## src/timer_clock_regs.vh

```
// register map, field positions, reset values and bus response codes for the count clock block
// Functional notes
// - division field bits 7..4 divides source by 1 up to 1/16384, resets to 0.
// - source field bits 3..2: 3 external, 2 high-speed, 1 low-speed, 0 internal.
// - divided count clock reaches the timer only while gate bit 0 is 1.
// - clock control is an 8-bit register, bit 1 reserved with no function.
// - counter runs while run bit is 1, halts while 0, resets to 0.
// - writing 1 to counter reset bit clears counter, 0 ignored, reads 0.
`ifndef TIMER_CLOCK_REGS_VH
`define TIMER_CLOCK_REGS_VH

// register indices; byte address is four times the index
`define CLOCK_CONTROL_INDEX 20'h0_5069
`define CHANNEL_CONTROL_INDEX 20'h0_5420
`define COUNTER_DATA_INDEX 20'h0_5422
`define CLOCK_CONTROL_ADDR 20'h1_41a4
`define CHANNEL_CONTROL_ADDR 20'h1_5080
`define COUNTER_DATA_ADDR 20'h1_5088
`define ADDR_WIDTH 20

// clock control fields
`define DIV_MSB 7
`define DIV_LSB 4
`define SRC_MSB 3
`define SRC_LSB 2
`define GATE_BIT 0
`define DIV_RESET 4'h0
`define SRC_RESET 2'h0
`define DIV_MAX 4'he
`define PRESCALE_WIDTH 14

// clock source codes
`define SRC_INTERNAL 2'h0
`define SRC_LOW_SPEED 2'h1
`define SRC_HIGH_SPEED 2'h2
`define SRC_EXTERNAL 2'h3

// channel control fields
`define SEL_MSB 5
`define SEL_LSB 4
`define CLEAR_BIT 1
`define RUN_BIT 0
`define SEL_RESET 2'h0

// bus answers
`define RESP_OKAY 2'h0
`define RESP_SLVERR 2'h2

`endif

```

## src/timer_clock_select.v

```verilog
// count clock select, prescaler, counter and its axi4-lite register slave
`timescale 1ns/1ps
`include "timer_clock_regs.vh"
module timer_clock_select (
    input wire clk,
    input wire reset_n,
    // axi4-lite write address
    input wire [`ADDR_WIDTH-1:0] s_axi_awaddr,
    input wire [2:0] s_axi_awprot,
    input wire s_axi_awvalid,
    output wire s_axi_awready,
    // axi4-lite write data
    input wire [31:0] s_axi_wdata,
    input wire [3:0] s_axi_wstrb,
    input wire s_axi_wvalid,
    output wire s_axi_wready,
    // axi4-lite write response
    output reg [1:0] s_axi_bresp,
    output reg s_axi_bvalid,
    input wire s_axi_bready,
    // axi4-lite read address
    input wire [`ADDR_WIDTH-1:0] s_axi_araddr,
    input wire [2:0] s_axi_arprot,
    input wire s_axi_arvalid,
    output wire s_axi_arready,
    // axi4-lite read data
    output reg [31:0] s_axi_rdata,
    output reg [1:0] s_axi_rresp,
    output reg s_axi_rvalid,
    input wire s_axi_rready,
    // clock sources, sampled as levels
    input wire internal_oscillator,
    input wire low_speed_oscillator,
    input wire high_speed_oscillator,
    input wire external_clock_in,
    // timer side
    output wire count_clock_tick,
    output reg [15:0] counter_value,
    output wire [1:0] counter_channel_select,
    output wire counter_running
);
    wire rst_n;

    // clock control register fields
    reg [3:0] division_ratio_field_q;
    reg [1:0] clock_source_field_q;
    reg count_clock_gate_q;

    // channel control register fields
    reg [1:0] counter_channel_select_q;
    reg counter_run_bit_q;

    // write channel holding state
    reg aw_held_q;
    reg [`ADDR_WIDTH-1:0] aw_addr_q;
    reg w_held_q;
    reg [31:0] w_data_q;
    reg [3:0] w_strb_q;

    // source edge detection
    reg [3:0] source_level_q;
    wire [3:0] source_level;
    wire [3:0] source_rise;
    reg selected_tick;

    // decoded write
    wire write_fire;
    wire wr_clock_ctl;
    wire wr_channel_ctl;
    wire wr_counter;
    wire counter_clear;
    wire wr_mapped;
    wire wr_clock_low;
    wire wr_channel_low;

    // word address hits
    wire aw_hit_clock;
    wire aw_hit_channel;
    wire aw_hit_counter;
    wire ar_hit_clock;
    wire ar_hit_channel;
    wire ar_hit_counter;

    // decoded read
    wire read_fire;
    reg [31:0] read_word;
    reg read_mapped;

    // reset release
    reset_sync u_reset_sync (
        .clk(clk),
        .reset_n(reset_n),
        .reset_sync_n(rst_n)
    );

    // ------------------------------------------------------------------
    // write path: address and data taken in either order
    // ------------------------------------------------------------------

    // ready while the slot is free and no response is pending
    assign s_axi_awready = !aw_held_q && !s_axi_bvalid;
    assign s_axi_wready = !w_held_q && !s_axi_bvalid;
    assign write_fire = aw_held_q && w_held_q && !s_axi_bvalid;

    // capture write address
    always @(posedge clk or negedge rst_n) begin
        if (!rst_n) begin
            aw_held_q <= 1'b0;
            aw_addr_q <= {`ADDR_WIDTH{1'b0}};
        end else if (s_axi_awvalid && s_axi_awready) begin
            aw_held_q <= 1'b1;
            aw_addr_q <= s_axi_awaddr;
        end else if (write_fire) begin
            aw_held_q <= 1'b0;
        end
    end

    // capture write data and strobes
    always @(posedge clk or negedge rst_n) begin
        if (!rst_n) begin
            w_held_q <= 1'b0;
            w_data_q <= 32'h0000_0000;
            w_strb_q <= 4'h0;
        end else if (s_axi_wvalid && s_axi_wready) begin
            w_held_q <= 1'b1;
            w_data_q <= s_axi_wdata;
            w_strb_q <= s_axi_wstrb;
        end else if (write_fire) begin
            w_held_q <= 1'b0;
        end
    end

    // word address compare, the two low address bits ignored
    assign aw_hit_clock = ({aw_addr_q[`ADDR_WIDTH-1:2], 2'b00} == `CLOCK_CONTROL_ADDR);
    assign aw_hit_channel = ({aw_addr_q[`ADDR_WIDTH-1:2], 2'b00} == `CHANNEL_CONTROL_ADDR);
    assign aw_hit_counter = ({aw_addr_q[`ADDR_WIDTH-1:2], 2'b00} == `COUNTER_DATA_ADDR);

    // register decode
    assign wr_clock_ctl = write_fire && aw_hit_clock;
    assign wr_channel_ctl = write_fire && aw_hit_channel;
    assign wr_counter = write_fire && aw_hit_counter;
    assign wr_mapped = wr_clock_ctl || wr_channel_ctl || wr_counter;

    // only byte lane 0 holds fields
    assign wr_clock_low = wr_clock_ctl && w_strb_q[0];
    assign wr_channel_low = wr_channel_ctl && w_strb_q[0];

    // write response, one cycle after both halves are held
    always @(posedge clk or negedge rst_n) begin
        if (!rst_n) begin
            s_axi_bvalid <= 1'b0;
            s_axi_bresp <= `RESP_OKAY;
        end else if (write_fire) begin
            s_axi_bvalid <= 1'b1;
            s_axi_bresp <= wr_mapped ? `RESP_OKAY : `RESP_SLVERR;
        end else if (s_axi_bready) begin
            s_axi_bvalid <= 1'b0;
        end
    end

    // division ratio field of the clock control register
    always @(posedge clk or negedge rst_n) begin
        if (!rst_n) begin
            division_ratio_field_q <= `DIV_RESET;
        end else if (wr_clock_low) begin
            division_ratio_field_q <= w_data_q[`DIV_MSB:`DIV_LSB];
        end
    end

    // source field of the clock control register
    always @(posedge clk or negedge rst_n) begin
        if (!rst_n) begin
            clock_source_field_q <= `SRC_RESET;
        end else if (wr_clock_low) begin
            clock_source_field_q <= w_data_q[`SRC_MSB:`SRC_LSB];
        end
    end

    // gate bit; bit 1 has no storage
    always @(posedge clk or negedge rst_n) begin
        if (!rst_n) begin
            count_clock_gate_q <= 1'b0;
        end else if (wr_clock_low) begin
            count_clock_gate_q <= w_data_q[`GATE_BIT];
        end
    end

    // counter select field of the channel control register
    always @(posedge clk or negedge rst_n) begin
        if (!rst_n) begin
            counter_channel_select_q <= `SEL_RESET;
        end else if (wr_channel_low) begin
            counter_channel_select_q <= w_data_q[`SEL_MSB:`SEL_LSB];
        end
    end

    // run bit; clear bit is a write pulse only
    always @(posedge clk or negedge rst_n) begin
        if (!rst_n) begin
            counter_run_bit_q <= 1'b0;
        end else if (wr_channel_low) begin
            counter_run_bit_q <= w_data_q[`RUN_BIT];
        end
    end

    assign counter_clear = wr_channel_low && w_data_q[`CLEAR_BIT];

    // ------------------------------------------------------------------
    // source selection and prescaler
    // ------------------------------------------------------------------

    assign source_level = {external_clock_in, high_speed_oscillator, low_speed_oscillator, internal_oscillator};

    // previous source levels for rising edge detection
    always @(posedge clk or negedge rst_n) begin
        if (!rst_n) begin
            source_level_q <= 4'h0;
        end else begin
            source_level_q <= source_level;
        end
    end

    assign source_rise = source_level & ~source_level_q;

    // pick the rising edges of the chosen source
    always @* begin
        case (clock_source_field_q)
            `SRC_INTERNAL: selected_tick = source_rise[0];
            `SRC_LOW_SPEED: selected_tick = source_rise[1];
            `SRC_HIGH_SPEED: selected_tick = source_rise[2];
            `SRC_EXTERNAL: selected_tick = source_rise[3];
            default: selected_tick = 1'b0;
        endcase
    end

    // divider with gate
    count_prescaler u_prescaler (
        .clk(clk),
        .rst_n(rst_n),
        .source_tick(selected_tick),
        .gate(count_clock_gate_q),
        .ratio(division_ratio_field_q),
        .count_tick_q(count_clock_tick)
    );

    // ------------------------------------------------------------------
    // counter
    // ------------------------------------------------------------------

    // clear wins over a tick in the same cycle
    always @(posedge clk or negedge rst_n) begin
        if (!rst_n) begin
            counter_value <= 16'h0000;
        end else if (counter_clear) begin
            counter_value <= 16'h0000;
        end else if (counter_run_bit_q && count_clock_tick) begin
            counter_value <= counter_value + 16'h0001;
        end
    end

    assign counter_channel_select = counter_channel_select_q;
    assign counter_running = counter_run_bit_q;

    // ------------------------------------------------------------------
    // read path: answer one cycle after the address is taken
    // ------------------------------------------------------------------

    assign s_axi_arready = !s_axi_rvalid;
    assign read_fire = s_axi_arvalid && s_axi_arready;

    // read address compare, the two low address bits ignored
    assign ar_hit_clock = ({s_axi_araddr[`ADDR_WIDTH-1:2], 2'b00} == `CLOCK_CONTROL_ADDR);
    assign ar_hit_channel = ({s_axi_araddr[`ADDR_WIDTH-1:2], 2'b00} == `CHANNEL_CONTROL_ADDR);
    assign ar_hit_counter = ({s_axi_araddr[`ADDR_WIDTH-1:2], 2'b00} == `COUNTER_DATA_ADDR);

    // read mux, reserved bits and the clear bit read zero
    always @* begin
        read_word = 32'h0000_0000;
        read_mapped = 1'b1;
        if (ar_hit_clock) begin
            read_word[`DIV_MSB:`DIV_LSB] = division_ratio_field_q;
            read_word[`SRC_MSB:`SRC_LSB] = clock_source_field_q;
            read_word[`GATE_BIT] = count_clock_gate_q;
        end else if (ar_hit_channel) begin
            read_word[`SEL_MSB:`SEL_LSB] = counter_channel_select_q;
            read_word[`RUN_BIT] = counter_run_bit_q;
        end else if (ar_hit_counter) begin
            read_word[15:0] = counter_value;
        end else begin
            read_mapped = 1'b0;
        end
    end

    // read data held until rready
    always @(posedge clk or negedge rst_n) begin
        if (!rst_n) begin
            s_axi_rvalid <= 1'b0;
            s_axi_rdata <= 32'h0000_0000;
            s_axi_rresp <= `RESP_OKAY;
        end else if (read_fire) begin
            s_axi_rvalid <= 1'b1;
            s_axi_rdata <= read_word;
            s_axi_rresp <= read_mapped ? `RESP_OKAY : `RESP_SLVERR;
        end else if (s_axi_rready) begin
            s_axi_rvalid <= 1'b0;
        end
    end
endmodule // timer_clock_select

```

## src/reset_sync.v

```verilog
// two-stage release synchroniser for the active-low reset
`timescale 1ns/1ps
module reset_sync (
    input wire clk,
    input wire reset_n,
    output wire reset_sync_n
);
    reg stage1_q;
    reg stage2_q;

    // assert at once, release after two edges
    always @(posedge clk or negedge reset_n) begin
        if (!reset_n) begin
            stage1_q <= 1'b0;
            stage2_q <= 1'b0;
        end else begin
            stage1_q <= 1'b1;
            stage2_q <= stage1_q;
        end
    end

    assign reset_sync_n = stage2_q;
endmodule // reset_sync

```

## src/count_prescaler.v

```verilog
// power-of-two prescaler for the selected source ticks
`timescale 1ns/1ps
`include "timer_clock_regs.vh"
module count_prescaler (
    input wire clk,
    input wire rst_n,
    input wire source_tick,
    input wire gate,
    input wire [3:0] ratio,
    output reg count_tick_q
);
    reg [`PRESCALE_WIDTH-1:0] stage_q;
    wire [`PRESCALE_WIDTH-1:0] one_hot;
    wire [`PRESCALE_WIDTH-1:0] mask;
    wire ratio_valid;
    wire wrap;

    // ratio n from 0 to 14 gives one tick every 2**n source ticks
    assign one_hot = {{(`PRESCALE_WIDTH-1){1'b0}}, 1'b1} << ratio;
    assign mask = one_hot - {{(`PRESCALE_WIDTH-1){1'b0}}, 1'b1};
    assign ratio_valid = (ratio <= `DIV_MAX); // code 0xf gives no tick
    assign wrap = ((stage_q & mask) == mask);

    // stage held at zero while the gate is off
    always @(posedge clk or negedge rst_n) begin
        if (!rst_n) begin
            stage_q <= {`PRESCALE_WIDTH{1'b0}};
            count_tick_q <= 1'b0;
        end else if (!gate) begin
            stage_q <= {`PRESCALE_WIDTH{1'b0}};
            count_tick_q <= 1'b0;
        end else begin
            if (source_tick) begin
                stage_q <= stage_q + {{(`PRESCALE_WIDTH-1){1'b0}}, 1'b1};
            end
            count_tick_q <= source_tick && ratio_valid && wrap;
        end
    end
endmodule // count_prescaler

```

## config.mk

```make
export PLATFORM = sky130hd
export DESIGN_NAME = timer_clock_select
export DESIGN_NICKNAME = d
export VERILOG_FILES = /design/src/timer_clock_select.v /design/src/reset_sync.v /design/src/count_prescaler.v
export VERILOG_INCLUDE_DIRS = /design/src
export SDC_FILE = /design/constraint.sdc
export NUM_CORES = 1
export LEC_CHECK = 0
export ABC_AREA = 1
export BUFFER_PORTS_ARGS = -buffer_cell sky130_fd_sc_hd__buf_4
export CELL_PAD_IN_SITES_DETAIL_PLACEMENT = 0
export CELL_PAD_IN_SITES_GLOBAL_PLACEMENT = 1
export CORE_MARGIN = 1.5
export CORE_UTILIZATION = 40
export CTS_CLUSTER_SIZE = 16
export DETAILED_ROUTE_END_ITERATION = 7
export GPL_TIMING_DRIVEN = 0
export PLACE_DENSITY_LB_ADDON = 0.1
export SETUP_SLACK_MARGIN = 0.5
export SYNTH_ARGS = -nofsm -noshare
export SYNTH_HDL_FRONTEND = slang
export SYNTH_SLANG_ARGS = --single-unit
```

## constraint.sdc

```tcl
create_clock -name clk -period 5.6 [get_ports clk]
set_input_delay 0.56 -clock clk [delete_from_list [all_inputs] [get_ports clk]]
set_output_delay 0.56 -clock clk [all_outputs]
set_load 0.005 [all_outputs]
```

==> results.py <==
metrics = {
    "clocking": {
        "clkLatencyLatePin_ns": 0.35,
        "cts_tree": "yes",
        "clkSinkCount": 96,
        "cts-buffers-inserted": 9,
        "clk_pin_slew_worst_paths_ns": 0.07,
        "cts_buffer_depth": 2,
        "ctsHtreeMaxLevel": 3,
        "root_buffer": "clkbuf_16",
        "cts-resized-gates": 0,
    },
    "sta": {
        "fmax_mhz": 525,
        "setup_tns_ns": 0,
        "worst_pin_slew_ns": 0.583,
        "slew_headroom": 0.608,
        "finalSetupViolCount": 0,
        "slew_violations": 0,
        "hold_violations": 0,
        "period_needed_ns": 1.91,
        "rsz0062_at_grt": "no",
        "min_period_over_period": 0.340,
        "worst_slack_ns": 3.69,
        "fin_skew_ns": 0.00883,
    },
    "yosys": {
        "netlist_instances": 647,
        "async_reset_ff_frac": 1.00,
        "synth_flop_cell": "dfrtp_1",
        "synthDistinctLibCells": 28,
        "ys_ff_latch": 96,
        "synth_edf_count": 0,
        "synthTopCellsByArea": "dfrtp_1 (47%), nand2_1 (10%), nor2_1 (6.4%), inv_1 (6.0%), nand4_1 (5.0%)",
        "yosys_warnings": 0,
        "synth_top_area_frac": 0.471,
        "syn_area_per_cell_sq_um": 7.88,
        "synth-seq-area-share": 0.471,
        "yosys.area.top_type": "dfrtp_1",
        "syn_area_sq_um": 5100,
    },
    "route": {
        "drt_iter0_markers": 229,
        "num_vias": 4621,
        "ant_nets": 0,
        "vias_per_cell": 4.85,
        "wl_per_cell_microns": 13.7,
        "finalWirelength_microns": 13100,
        "drcViolationCount": 0,
        "first_pass_iters": 4,
    },
    "critical_path": {
        "cpPeakStageDelay_ns": 0.35,
        "critical_path_arrival_ns": 2.18,
        "worst-r2r-cell-count": 10,
        "crit_top_cell": "nor2_1",
        "cp_top_family": "simple AND/OR/NAND/NOR gates",
        "critPathMaxFanout": 8,
        "path_class": "register to register",
        "cp.required_ns": 5.88,
        "startpoint_type": "register",
        "critical_path_buf_inv_count": 1,
        "path_cells": "buf_2, nor2_1, nand2_1, ha_1, o21ai_0, nor2_1, nand4_1, nor2_1, nand3_1, nor2_1",
        "r2r-end": "u_prescaler.count_tick_q$_DFF_PN0_",
        "slowest_stage": "dfrtp_1",
        "reg2reg_slack_ns": 3.69,
        "r2r_start": "division_ratio_field_q[2]$_DFFE_PN0P_",
        "endpoint_kind": "register",
    },
    "layout": {
        "area_growth_pct": 26.2,
        "final_cells": 952,
        "nFillCells": 1296,
        "final_common_cell": "nand2_1",
        "drive_above_1_share": 0.218,
        "n_antenna_cell": 0,
        "regArea_sq_um": 2410,
        "multi_input_area_sq_um": 2230,
        "fin_nets": 871,
        "layout_common_cells": "nand2_1 (136), buf_4 (118), dfrtp_1 (95), nor2_1 (87), inv_1 (82)",
    },
    "run_status": {
        "status": "complete, no violations",
    },
    "global_routing": {
        "antenna_found_initial": 0,
        "grt_usage": 0.203,
        "grt_max_degree": 61,
        "grt_pass1_vias": 4404,
        "grt_overflow_total": 0,
        "grt_pass1_wl_microns": 21200,
    },
    "floorplan": {
        "rows": 41,
        "die_h_microns": 116,
        "die_w_microns": 116,
        "initial_core_util": 0.407,
        "core-area_sq_um": 12500,
        "die_area_sq_um": 13400,
        "pin_count": 154,
    },
    "placed_design": {
        "gp_congestion": 0.817,
        "post-dp-hpwl_microns": 9960,
        "dp_worst_setup_slack_ns": 3.63,
        "dp.cells": 935,
        "io_buffers": 98,
    },
    "power_and_ir_drop": {
        "leakage_nw": 3.31,
        "powerDensity_nw_per_um2": 289,
        "irDropWorstVdd_uv": 211,
        "power_mw": 1.86,
    },
    "hold_path": {
        "min_path_type": "register to asynchronous set/reset pin",
    },
    "job": {
        "drv_cap": 0,
    },
}
## synth_stat cells (all sizes together), types with 2 or more instances
master and count:
xor2 4, buf 28, nor3 14, ha 3
nand3 53, mux2 16, clkbuf 6, conb 2
nor2 91, nand3b 5, nand4 41, inv 84
a21oi 20, o21ai 38, dfrtp 96, o31ai 5
nand2 138
## metrics by stage
stage | hold WS, ns | utilization | area (sq um)
4_1_cts | 0.322 | 0.514 | 6430
2_1_floorplan | 0.264 | - | 5160
3_3_place_gp | 0.338 | 0.488 | 6110
3_5_place_dp | 0.318 | 0.491 | 6140
5_1_grt | 0.326 | 0.514 | 6430
6_report | 0.306 | 0.514 | 6430
## report_power, final
part / total [mW] / switching [mW] / internal, mW
combinational: 0.369 / 0.190 / 0.179
sequential: 0.894 / 0.0843 / 0.810
clock: 0.592 / 0.267 / 0.325
total: 1.86 / 0.541 / 1.31
## per-layer routing
layer / up-vias / global-route usage / routed length (microns)
li1: 2332 / - / -
met1: 2158 / 0.273 / 5950
met2: 113 / 0.333 / 6270
met3: 18 / 0.0314 / 611
met4: 0 / 0.0764 / 235
met5: - / 0 / 0
## cell families after synthesis
logic type	count (synthesis)	synth area share
and+or+nand+nor	343	0.307
xor gates and xnor gates	4	0.00687
other	2	0.00147
adders and majority gates	3	0.00737
AOI/OAI and AO/OA	65	0.0670
buffers and inverters	118	0.103
muxes	16	0.0354
DFF	96	0.471
## worst register-to-register path: stages, from the launching register on
cell	delay, ns
dfrtp_1	0.35
buf_2	0.17
nor2_1	0.31
nand2_1	0.13
ha_1	0.30
o21ai_0	0.06
nor2_1	0.12
nand4_1	0.10
nor2_1	0.11
nand3_1	0.09
nor2_1	0.11
## how the worst max path moves through the flow
stage	from	slack (ns)	endpoint	cells past startpoint
after floorplan	u_reset_sync.reset_sync_n$_DFF_PN0_	2.73	aw_addr_q[10]$_DFFE_PN0P_	0
after CTS	division_ratio_field_q[2]$_DFFE_PN0P_	3.70	u_prescaler.count_tick_q$_DFF_PN0_	10
after global placement	u_reset_sync.reset_sync_n$_DFF_PN0_	1.46	u_prescaler.stage_q[11]$_DFFE_PN0P_	0
after global routing	division_ratio_field_q[2]$_DFFE_PN0P_	3.48	u_prescaler.count_tick_q$_DFF_PN0_	10
after detailed placement	s_axi_araddr[11]	3.63	s_axi_rdata[7]$_DFFE_PN0P_	8
final	division_ratio_field_q[2]$_DFFE_PN0P_	3.69	u_prescaler.count_tick_q$_DFF_PN0_	10
## area by class of cell
type / instances / share of cell area
Buffer: 34 / 0.0329
Clock buffer: 13 / 0.0405
Clock inverter: 3 / 0.00272
Inverter: 84 / 0.0490
Multi-Input combinational cell: 450 / 0.347
Sequential cell: 96 / 0.374
Tap cell: 172 / 0.0335
Timing Repair Buffer: 100 / 0.120
## flip-flops by register name, summed over array words and instances (netlist names)
register and count:
aw_addr_q 18, aw_held_q 1, clock_source_field_q 2, count_clock_gate_q 1
counter_channel_select 2, counter_running 1, counter_value 16, division_ratio_field_q 4
s_axi_bresp 1, s_axi_bvalid 1, s_axi_rdata 16, s_axi_rresp 1
s_axi_rvalid 1, source_level_q 4, u_prescaler.count_tick_q 1, u_prescaler.stage_q 14
u_reset_sync.reset_sync_n 1, u_reset_sync.stage1_q 1, w_data_q 8, w_held_q 1
w_strb_q 1
## repair_timing
item / CTS / global route
setup buffers: 0 / 0
endpoints found under the hold margin: 2 / 0
hold buffers: 1 / 0
Note: power is estimated with default switching activity, not from simulation.
